### config.mk
export PLATFORM = sky130hd
export DESIGN_NAME = adc_control_result_regs
export DESIGN_NICKNAME = d
export VERILOG_FILES = /design/src/adc_ctl_pkg.sv /design/src/adc_control_result_regs.sv
export VERILOG_INCLUDE_DIRS = /design/src
export SDC_FILE = /design/constraint.sdc
export NUM_CORES = 1
export LEC_CHECK = 0
export ABC_AREA = 1
export BUFFER_PORTS_ARGS = -buffer_cell sky130_fd_sc_hd__buf_4
export CAP_MARGIN = 20
export CORE_MARGIN = 1
export CORE_UTILIZATION = 49
export DETAILED_ROUTE_END_ITERATION = 8
export MAX_ROUTING_LAYER = met4
export PLACE_DENSITY = 0.91
export SYNTH_ARGS = -nofsm -noshare
export SYNTH_HDL_FRONTEND = slang
export SYNTH_SLANG_ARGS = --single-unit
### constraint.sdc
create_clock -name i_clk -period 2.1 [get_ports i_clk]
set_input_delay 0.42 -clock i_clk [delete_from_list [all_inputs] [get_ports i_clk]]
set_output_delay 0.42 -clock i_clk [all_outputs]
set_load 0.01 [all_outputs]
### src/adc_ctl_defs.svh
`ifndef ADC_CTL_DEFS_SVH
`define ADC_CTL_DEFS_SVH

// Register byte offsets on the register bus.
`define OFS_STATUS_CONTROL 4'h0
`define OFS_RESULT_HIGH    4'h4
`define OFS_RESULT_LOW     4'h8
`define OFS_CLOCK_CONFIG   4'hc

// Field positions in converter_status_control.
`define SCR_FLAG_BIT  7
`define SCR_IRQEN_BIT 6
`define SCR_CONT_BIT  5

// Field positions in converter_clock_config.
`define CLK_DIV_MSB   7
`define CLK_DIV_LSB   5
`define CLK_SRC_BIT   4
`define CLK_MODE_MSB  3
`define CLK_MODE_LSB  2

// Reset values.
`define SCR_RESET     8'h1f
`define CLKCFG_RESET  8'h04

// Channel code that powers the converter off.
`define CH_POWER_OFF  5'h1f

// Converter clock cycles taken by one conversion.
`define CONV_CYCLES   5'h11

// Bus response codes.
`define RESP_OKAY     2'h0
`define RESP_SLVERR   2'h2

`endif

### src/adc_ctl_pkg.sv
package adc_ctl_pkg;

	// Conversion sequencer states, Gray coded.
	typedef enum logic [1:0] {
		ST_IDLE = 2'b00,
		ST_CONV = 2'b01
	} conv_state_t;

	// Result justification formats.
	typedef enum logic [1:0] {
		JUST_TRUNC  = 2'b00,
		JUST_RIGHT  = 2'b01,
		JUST_LEFT   = 2'b10,
		JUST_SIGNED = 2'b11
	} justify_t;

	// Writable part of converter_status_control.
	typedef struct packed {
		logic       irq_enable;
		logic       continuous;
		logic [4:0] channel;
	} scr_t;

	// Contents of converter_clock_config.
	typedef struct packed {
		logic [2:0] prescale;
		logic       bus_source;
		justify_t   justify;
	} clk_cfg_t;

endpackage : adc_ctl_pkg

### src/adc_control_result_regs.sv
// The placing of the registers and the AXI4-Lite slave port were left to the implementer.
`timescale 1ns/100ps
`include "adc_ctl_defs.svh"
// How it works
// Flag sets per conversion, cleared by result read.
// Interrupt mode: flag never set, reads zero.
// Software writes zero to flag position.
// Interrupt raised per conversion, dropped on read/write.
// Continuous repeats; otherwise one per control write.
// Five-bit channel code, 24 external channels.
// Codes route upper and lower references.
// All-ones channel code powers converter off.
// Discard first result after leaving power off.
// Unused channel codes give undefined results.
// Left format: top eight high, two low.
// High read freezes low; new results dropped.
// Right format: two high, eight low.
// Signed left format inverts top result bit.
// Truncation: eight bits low, high zero.
// Prescaler divides by 1, 2, 4, 8, 16.
// Software aims converter clock near 1 MHz.
// Justify codes trunc, right, left, signed.
// Clock source bit picks bus or oscillator.
// Control write starts conversion of 17 clocks.
// Prescaler makes a one-cycle clock enable.
module adc_control_result_regs (
	// Clock and reset.
	input  wire logic        i_clk,
	input  wire logic        i_reset,
	// AXI4-Lite write channels.
	input  wire logic [31:0] i_awaddr,
	input  wire logic        i_awvalid,
	output logic             o_awready,
	input  wire logic [31:0] i_wdata,
	input  wire logic [3:0]  i_wstrb,
	input  wire logic        i_wvalid,
	output logic             o_wready,
	output logic [1:0]       o_bresp,
	output logic             o_bvalid,
	input  wire logic        i_bready,
	// AXI4-Lite read channels.
	input  wire logic [31:0] i_araddr,
	input  wire logic        i_arvalid,
	output logic             o_arready,
	output logic [31:0]      o_rdata,
	output logic [1:0]       o_rresp,
	output logic             o_rvalid,
	input  wire logic        i_rready,
	// Converter core side.
	input  wire logic        i_osc_tick,
	input  wire logic [9:0]  i_sample_result,
	output logic             o_conv_clk_en,
	output logic             o_sample_start,
	output logic [4:0]       o_channel,
	output logic             o_power_off,
	output logic             o_irq
);

	////////////////////////////////////////////////////////////////////////////
	// Decoding helpers.

	// Maps a byte address to a register index; bit 2 flags a valid address.
	function automatic logic [2:0] reg_index(input logic [31:0] addr);
		logic [2:0] idx;
		idx = 3'h0;
		if (addr[31:4] == 28'h0000000 && addr[1:0] == 2'h0) begin
			idx = {1'b1, addr[3:2]};
		end
		return idx;
	endfunction : reg_index

	// Prescaler terminal count for each divide code.
	function automatic logic [3:0] div_limit(input logic [2:0] sel);
		logic [3:0] lim;
		lim = 4'hf;
		case (sel)
			3'b000:  lim = 4'h0;
			3'b001:  lim = 4'h1;
			3'b010:  lim = 4'h3;
			3'b011:  lim = 4'h7;
			default: lim = 4'hf;
		endcase
		return lim;
	endfunction : div_limit

	// Register indices with the valid bit set, in the form that reg_index returns.
	localparam logic [2:0] IDX_SC = {1'b1, 2'(`OFS_STATUS_CONTROL >> 2)};
	localparam logic [2:0] IDX_RH = {1'b1, 2'(`OFS_RESULT_HIGH >> 2)};
	localparam logic [2:0] IDX_RL = {1'b1, 2'(`OFS_RESULT_LOW >> 2)};
	localparam logic [2:0] IDX_CK = {1'b1, 2'(`OFS_CLOCK_CONFIG >> 2)};

	////////////////////////////////////////////////////////////////////////////
	// State.

	adc_ctl_pkg::scr_t        scr_q, scr_d;
	adc_ctl_pkg::clk_cfg_t    cfg_q, cfg_d;
	adc_ctl_pkg::conv_state_t state_q, state_d;
	logic        aw_held_q, aw_held_d, w_held_q, w_held_d;
	logic [31:0] awaddr_q, awaddr_d, wdata_q, wdata_d;
	logic        wlane_q, wlane_d;
	logic        awready_q, awready_d, wready_q, wready_d;
	logic        bvalid_q, bvalid_d, arready_q, arready_d, rvalid_q, rvalid_d;
	logic [1:0]  bresp_q, bresp_d, rresp_q, rresp_d;
	logic [31:0] rdata_q, rdata_d;
	logic [3:0]  pre_q, pre_d;
	logic [4:0]  cnt_q, cnt_d;
	logic        cen_q, cen_d, start_q, start_d, off_q, off_d;
	logic [9:0]  raw_q, raw_d;
	logic        lock_q, lock_d, flag_q, flag_d, irq_q, irq_d;
	logic        scr_wr, rd_hi, rd_lo, done;
	logic [2:0]  wr_idx, rd_idx;
	logic        src_tick;

	assign o_awready      = awready_q;
	assign o_wready       = wready_q;
	assign o_bvalid       = bvalid_q;
	assign o_bresp        = bresp_q;
	assign o_arready      = arready_q;
	assign o_rvalid       = rvalid_q;
	assign o_rresp        = rresp_q;
	assign o_rdata        = rdata_q;
	assign o_conv_clk_en  = cen_q;
	assign o_sample_start = start_q;
	assign o_channel      = scr_q.channel;
	assign o_power_off    = off_q;
	assign o_irq          = irq_q;

	////////////////////////////////////////////////////////////////////////////
	// Register bus slave: address and data taken in either order.

	assign wr_idx = reg_index(awaddr_q);
	assign rd_idx = reg_index(i_araddr);
	assign scr_wr = aw_held_q && w_held_q && !bvalid_q && wlane_q &&
	                wr_idx == IDX_SC;
	assign rd_hi  = i_arvalid && arready_q && rd_idx == IDX_RH;
	assign rd_lo  = i_arvalid && arready_q && rd_idx == IDX_RL;

	// Computes the bus channel state and the register writes.
	always_comb begin
		aw_held_d = aw_held_q;
		w_held_d  = w_held_q;
		awaddr_d  = awaddr_q;
		wdata_d   = wdata_q;
		wlane_d   = wlane_q;
		bvalid_d  = bvalid_q && !i_bready;
		bresp_d   = bresp_q;
		rvalid_d  = rvalid_q && !i_rready;
		rresp_d   = rresp_q;
		rdata_d   = rdata_q;
		scr_d     = scr_q;
		cfg_d     = cfg_q;
		if (i_awvalid && awready_q) begin
			aw_held_d = 1'b1;
			awaddr_d  = i_awaddr;
		end
		if (i_wvalid && wready_q) begin
			w_held_d = 1'b1;
			wdata_d  = i_wdata;
			wlane_d  = i_wstrb[0];
		end
		if (aw_held_q && w_held_q && !bvalid_q) begin
			aw_held_d = 1'b0;
			w_held_d  = 1'b0;
			bvalid_d  = 1'b1;
			bresp_d   = wr_idx[2] ? `RESP_OKAY : `RESP_SLVERR;
			// Flag position is ignored on writes.
			if (scr_wr) begin
				scr_d = wdata_q[6:0];
			end
			if (wlane_q && wr_idx == IDX_CK) begin
				cfg_d = wdata_q[7:2];
			end
		end
		if (i_arvalid && arready_q) begin
			rvalid_d = 1'b1;
			rresp_d  = rd_idx[2] ? `RESP_OKAY : `RESP_SLVERR;
			rdata_d  = 32'h00000000;
			case (rd_idx)
				IDX_SC: begin
					// Flag reads zero in interrupt mode.
					rdata_d[7:0] = {flag_q && !scr_q.irq_enable, scr_q};
				end
				IDX_RH: begin
					case (cfg_q.justify)
						adc_ctl_pkg::JUST_TRUNC:  rdata_d[7:0] = 8'h00;
						adc_ctl_pkg::JUST_RIGHT:  rdata_d[7:0] = {6'h00, raw_q[9:8]};
						adc_ctl_pkg::JUST_LEFT:   rdata_d[7:0] = raw_q[9:2];
						default:                  rdata_d[7:0] = {~raw_q[9], raw_q[8:2]};
					endcase
				end
				IDX_RL: begin
					case (cfg_q.justify)
						adc_ctl_pkg::JUST_TRUNC: rdata_d[7:0] = raw_q[9:2];
						adc_ctl_pkg::JUST_RIGHT: rdata_d[7:0] = raw_q[7:0];
						default:                 rdata_d[7:0] = {raw_q[1:0], 6'h00};
					endcase
				end
				IDX_CK: begin
					rdata_d[7:0] = {cfg_q, 2'h0};
				end
				default: begin
					rdata_d = 32'h00000000;
				end
			endcase
		end
		awready_d = !aw_held_d && !bvalid_d;
		wready_d  = !w_held_d && !bvalid_d;
		arready_d = !rvalid_d;
	end

	// Registers the bus channel state.
	always_ff @(posedge i_clk) begin
		if (i_reset) begin
			aw_held_q <= 1'b0;
			w_held_q  <= 1'b0;
			awaddr_q  <= 32'h00000000;
			wdata_q   <= 32'h00000000;
			wlane_q   <= 1'b0;
			awready_q <= 1'b0;
			wready_q  <= 1'b0;
			bvalid_q  <= 1'b0;
			bresp_q   <= `RESP_OKAY;
			arready_q <= 1'b0;
			rvalid_q  <= 1'b0;
			rresp_q   <= `RESP_OKAY;
			rdata_q   <= 32'h00000000;
			scr_q     <= 7'(`SCR_RESET);
			cfg_q     <= 6'(`CLKCFG_RESET >> 2);
		end else begin
			aw_held_q <= aw_held_d;
			w_held_q  <= w_held_d;
			awaddr_q  <= awaddr_d;
			wdata_q   <= wdata_d;
			wlane_q   <= wlane_d;
			awready_q <= awready_d;
			wready_q  <= wready_d;
			bvalid_q  <= bvalid_d;
			bresp_q   <= bresp_d;
			arready_q <= arready_d;
			rvalid_q  <= rvalid_d;
			rresp_q   <= rresp_d;
			rdata_q   <= rdata_d;
			scr_q     <= scr_d;
			cfg_q     <= cfg_d;
		end
	end

	////////////////////////////////////////////////////////////////////////////
	// Prescaler and conversion sequencer.

	// Bus source ticks every cycle; the oscillator arrives as a tick input.
	assign src_tick = cfg_q.bus_source ? 1'b1 : i_osc_tick;
	assign done     = state_q == adc_ctl_pkg::ST_CONV && cen_q && cnt_q == `CONV_CYCLES - 5'h01;

	// Computes prescaler, conversion count and start pulses.
	always_comb begin
		pre_d   = pre_q;
		cen_d   = 1'b0;
		cnt_d   = cnt_q;
		state_d = state_q;
		start_d = 1'b0;
		off_d   = scr_d.channel == `CH_POWER_OFF;
		if (src_tick) begin
			if (pre_q >= div_limit(cfg_q.prescale)) begin
				pre_d = 4'h0;
				cen_d = 1'b1;
			end else begin
				pre_d = pre_q + 4'h1;
			end
		end
		case (state_q)
			adc_ctl_pkg::ST_CONV: begin
				if (cen_q) begin
					cnt_d = cnt_q + 5'h01;
				end
				if (done) begin
					cnt_d   = 5'h00;
					start_d = scr_q.continuous;
					state_d = scr_q.continuous ? adc_ctl_pkg::ST_CONV : adc_ctl_pkg::ST_IDLE;
				end
			end
			default: begin
				state_d = adc_ctl_pkg::ST_IDLE;
			end
		endcase
		// A control write aborts any conversion and starts afresh, except with the power-off channel code.
		if (scr_wr) begin
			cnt_d   = 5'h00;
			start_d = !off_d;
			state_d = off_d ? adc_ctl_pkg::ST_IDLE : adc_ctl_pkg::ST_CONV;
		end
	end

	// Registers the prescaler and sequencer.
	always_ff @(posedge i_clk) begin
		if (i_reset) begin
			pre_q   <= 4'h0;
			cen_q   <= 1'b0;
			cnt_q   <= 5'h00;
			state_q <= adc_ctl_pkg::ST_IDLE;
			start_q <= 1'b0;
			off_q   <= 1'b1;
		end else begin
			pre_q   <= pre_d;
			cen_q   <= cen_d;
			cnt_q   <= cnt_d;
			state_q <= state_d;
			start_q <= start_d;
			off_q   <= off_d;
		end
	end

	////////////////////////////////////////////////////////////////////////////
	// Result capture, interlock, flag and interrupt.

	// Computes result, interlock, completion flag and interrupt request.
	always_comb begin
		raw_d  = raw_q;
		lock_d = lock_q;
		flag_d = flag_q;
		irq_d  = irq_q;
		if (done && !lock_q) begin
			raw_d = i_sample_result;
		end
		if (rd_hi && cfg_q.justify != adc_ctl_pkg::JUST_TRUNC) begin
			lock_d = 1'b1;
		end else if (rd_lo || cfg_q.justify == adc_ctl_pkg::JUST_TRUNC) begin
			lock_d = 1'b0;
		end
		// Set wins over a clear in the same cycle.
		if (done && !scr_q.irq_enable) begin
			flag_d = 1'b1;
		end else if (rd_hi || rd_lo) begin
			flag_d = 1'b0;
		end
		if (done && scr_q.irq_enable) begin
			irq_d = 1'b1;
		end else if (rd_hi || rd_lo || scr_wr) begin
			irq_d = 1'b0;
		end
	end

	// Registers result, interlock, flag and interrupt.
	always_ff @(posedge i_clk) begin
		if (i_reset) begin
			raw_q  <= 10'h000;
			lock_q <= 1'b0;
			flag_q <= 1'b0;
			irq_q  <= 1'b0;
		end else begin
			raw_q  <= raw_d;
			lock_q <= lock_d;
			flag_q <= flag_d;
			irq_q  <= irq_d;
		end
	end
endmodule : adc_control_result_regs

==> summary.md <==
| Metric | Value |
|---|---|
| Outcome | `finished, violations left` |
| Failing checks | `design-rule violations` |
| Worst path bufs/invs | `0` |
| Final std cells w/o fill | `846` |
| Worst r2r src | `awaddr_q[0]` |
| Worst Setup EP | `o_sample_start` |
| Post-route core utilization | `0.6351` |
| CTS Buffer Depth | `2` |
| Post-route ant nets | `0` |
| IO Port Bufs | `about 110` |
| Yosys warning count | `0` |
| TritonCTS Sinks | `97` |
| RSZ-0062 raised after global routing | `false` |
| Full die area | `about 9600 um2` |
| Power Dens Cells | `between 600 and 700 nW/um2` |
| Placed Cells | `slightly above 800` |
| Leakage | `between 0.002 and 0.0025 uW` |
| Worst setup EP type | `flip-flop` |
| GRT overflow | `0` |
| CP max-delay cell | `dfxtp_1` |
| Largest area contributor in the netlist | `dfxtp_1` |
| Ys async rst share | `0` |
| Post-place setup slack | `0.05067 ns` |
| GPL Wtd Cong | `a little over 0.9` |
| Dpl hpwl | `approximately 8300 um` |
| Sequential share of the synthesized area | `0.4298` |
| Fill cells | `740` |
| CTS buffer count | `9` |
| Post-Route Skew | `approximately 0.012 ns` |
| Max rail drop VDD | `~460 uV` |
| ANT cells | `0` |
| Worst min path class | `primary input to flip-flop` |
| Post-synthesis cell type count | `39` |
| Max frequency | `between 500 and 600 MHz` |
| H-tree levels | `3` |
| Layout cells sized above 1 | `0.2195` |
| Io pins | `between 150 and 200` |
| First-pass GRT wire length | `around 18000 um` |
| Vias | `4425` |
| Largest net degree at the start of global routing | `35` |
| Fin crit share | `0.8890` |
| R2r setup slk | `approximately 0.23 ns` |
| Die H | `98.03 um` |
| Worst-Skew Late Latency | `about 0.37 ns` |
| Residual DRC | `14` |
| Initial core utilization | `0.5131` |
| Number of synthesized flops with an enable pin | `0` |
| Worst path depth | `10` |
| Final setup viols | `0` |
| Top cells by area, synth | `dfxtp_1, nor2_1, o21ai_0` |
| Setup TNS | `0 ns` |
| Final Hold Viols | `0` |
| 1st-iter DRT viols | `183` |
| Crit-path max FO | `12` |
| Hold_ws | `0.2956 ns` |
| Max Slew Vio Count | `0` |
| Root buf cell | `clkbuf_8` |
| Vias in the first global route | `about 4100` |
| Ys flop type | `dfxtp_1` |
| Core area | `slightly below 9000 um2` |
| CP startpoint | `awaddr_q[0]` |
| WL final | `~11000 um` |
| Max_cap viols | `0` |
| Layout area overhead | `23.79%` |
| CP top delay family | `simple AND/OR/NAND/NOR gates` |
| Final Net Count | `between 800 and 900` |
| Worst R2R End | `o_sample_start` |
| Antenna violations before repair | `0` |
| CP peak stage delay | `between 0.3 and 0.4 ns` |
| Clock transition at the registers of the reported paths | `roughly 0.11 ns` |
| Top cell by count, worst path | `nand2_1` |
| DIE WIDTH | `98.03 um` |
| # rows | `34` |
| Worst Path Arrival | `2.16 ns` |
| Total GRT Usage | `0.2346` |
| R2R depth | `10` |
| Cells after Synth | `between 600 and 700` |
| DRT Pass-1 Iters | `7` |
| Crit start category | `flip-flop` |
| Avg Cell Area, Syn | `7.241 um2` |
| CP Class | `flip-flop to flip-flop` |
| Vias per cell | `around 5.2` |
| Post-synth top area share | `0.4298` |
| CTS tree | `built` |
| Setup WS post-layout | `about 0.23 ns` |
| Worst path cell trace | `or2_1, nor2_1, nand2_1, nor2_4, nand3_4, nand2_1, o21ai_4, nand2_2, o21bai_1, a21oi_1` |
| Synthesized area | `4518 um2` |
| CP Data Required Time | `around 2.4 ns` |
| Drt wl/cell | `~13 um` |
| Setup Buffers After CTS | `0` |
| FF+latch count, synth | `slightly below 100` |
| Post-route minimum period | `between 1.5 and 2 ns` |
power breakdown:
| part | switching (uW) | internal, uW |
|---|---|---|
| Clock | 744 | 478 |
| Combinational | 231 | 208 |
| Sequential | 43.0 | 1910 |
sequential cells by signal, indices dropped and copies added, names as in the netlist, 2 cells and up:
name and cells:
wdata_q 8, awaddr_q 32, o_rdata 8, raw_q 10, o_channel 5, cnt_q 5, cfg_q 6, pre_q 4
scr_q 2
cell families after synthesis:
family	synth area share
xor+xnor	0.005817
buf+inv	0.1094
flops	0.4298
other cells	0.0008300
simple gates	0.2767
compound gates	0.1581
fa+ha+maj	0.01938
synthesized netlist by cell type (2+ instances only):
cell type,count
a21oi_1,38
buf_1,2
buf_2,2
buf_4,31
clkbuf_1,19
dfxtp_1,97
ha_1,7
inv_1,41
nand2_1,80
nand2_2,6
nand3_1,29
nand3b_1,4
nand4_1,11
nor2_1,133
nor2_4,2
nor3_1,4
nor3_4,2
nor4_1,4
o211ai_1,2
o21ai_0,75
o21ai_1,7
o221ai_1,2
o22ai_1,8
or2_1,2
xor2_1,2
worst min-delay path, delay by kind of cell:
kind            cells  cell delay (ns)
buf+inv             1             0.07
compound gates      1             0.07
simple gates        1             0.08
routing by layer:
metal / GRT usage / up-vias / routed length [um]
li1: - / 2213 / -
met1: 0.2656 / 2030 / 4528
met2: 0.4133 / 159 / 5344
met3: 0.03722 / 23 / 737
met4: 0.09091 / 0 / 242
met5: - / - / 0
placed cells by master, fill, tap and decap left out, types with 2 or more instances in the layout:
cell      Yosys  layout
o21ai_1       7       7
inv_8         0       2
inv_6         0       2
conb_1        1      26
ha_1          7       7
dfxtp_1      97      97
xor2_1        2       2
clkbuf_8      0       9
nor3_4        2       2
or2_2         1       2
nor4_1        4       4
nand4_1      11      11
nor2_1      133     133
o22ai_1       8       8
nand2_1      80      80
nor2_4        2       2
nand2_2       6       6
nand3_1      29      29
nor3_1        4       4
o211ai_1      2       2
a21oi_1      38      38
o21ai_0      75      75
inv_1        41      41
buf_4        31     127
o221ai_1      2       2
clkinv_8      0       2
nand3b_1      4       4
repair_timing:
item	4_1_cts	5_1_grt
hold buffers	0	0
gates resized for setup	0	1
setup endpoints to repair	0	4
how the worst min path moves through the flow:
stage	start	end	slack [ns]	cells past startpoint
5_1_grt	i_awaddr[17]	awaddr_q[17]	0.30	3
6_report	i_awaddr[18]	awaddr_q[18]	0.30	3
3_3_place_gp	scr_q[6]	o_irq	0.45	2
3_5_place_dp	o_rdata[6]	o_rdata[6]	0.46	2
4_1_cts	i_awaddr[18]	awaddr_q[18]	0.29	3
2_1_floorplan	cfg_q[2]	cfg_q[2]	0.44	2
per-stage QoR:
step	power, uW	area (um2)
after floorplan	2260	4612
after global placement	2411	5388
after detailed placement	2432	5388
after CTS	3630	5593
after global routing	3764	5593
final	3615	5593
cell type report:
class | instances | area, um2 | share of cell area
clock inverter | 7 | 81.33 | 0.01454
clock buffer | 9 | 123.9 | 0.02215
timing repair buffer | 128 | 973.4 | 0.1740
tap | 108 | 135.1 | 0.02416
multi-input combinational | 454 | 2176 | 0.3890
sequential | 97 | 1942 | 0.3472
inverter | 43 | 161.4 | 0.02886
(Power assumes the default switching activity.)
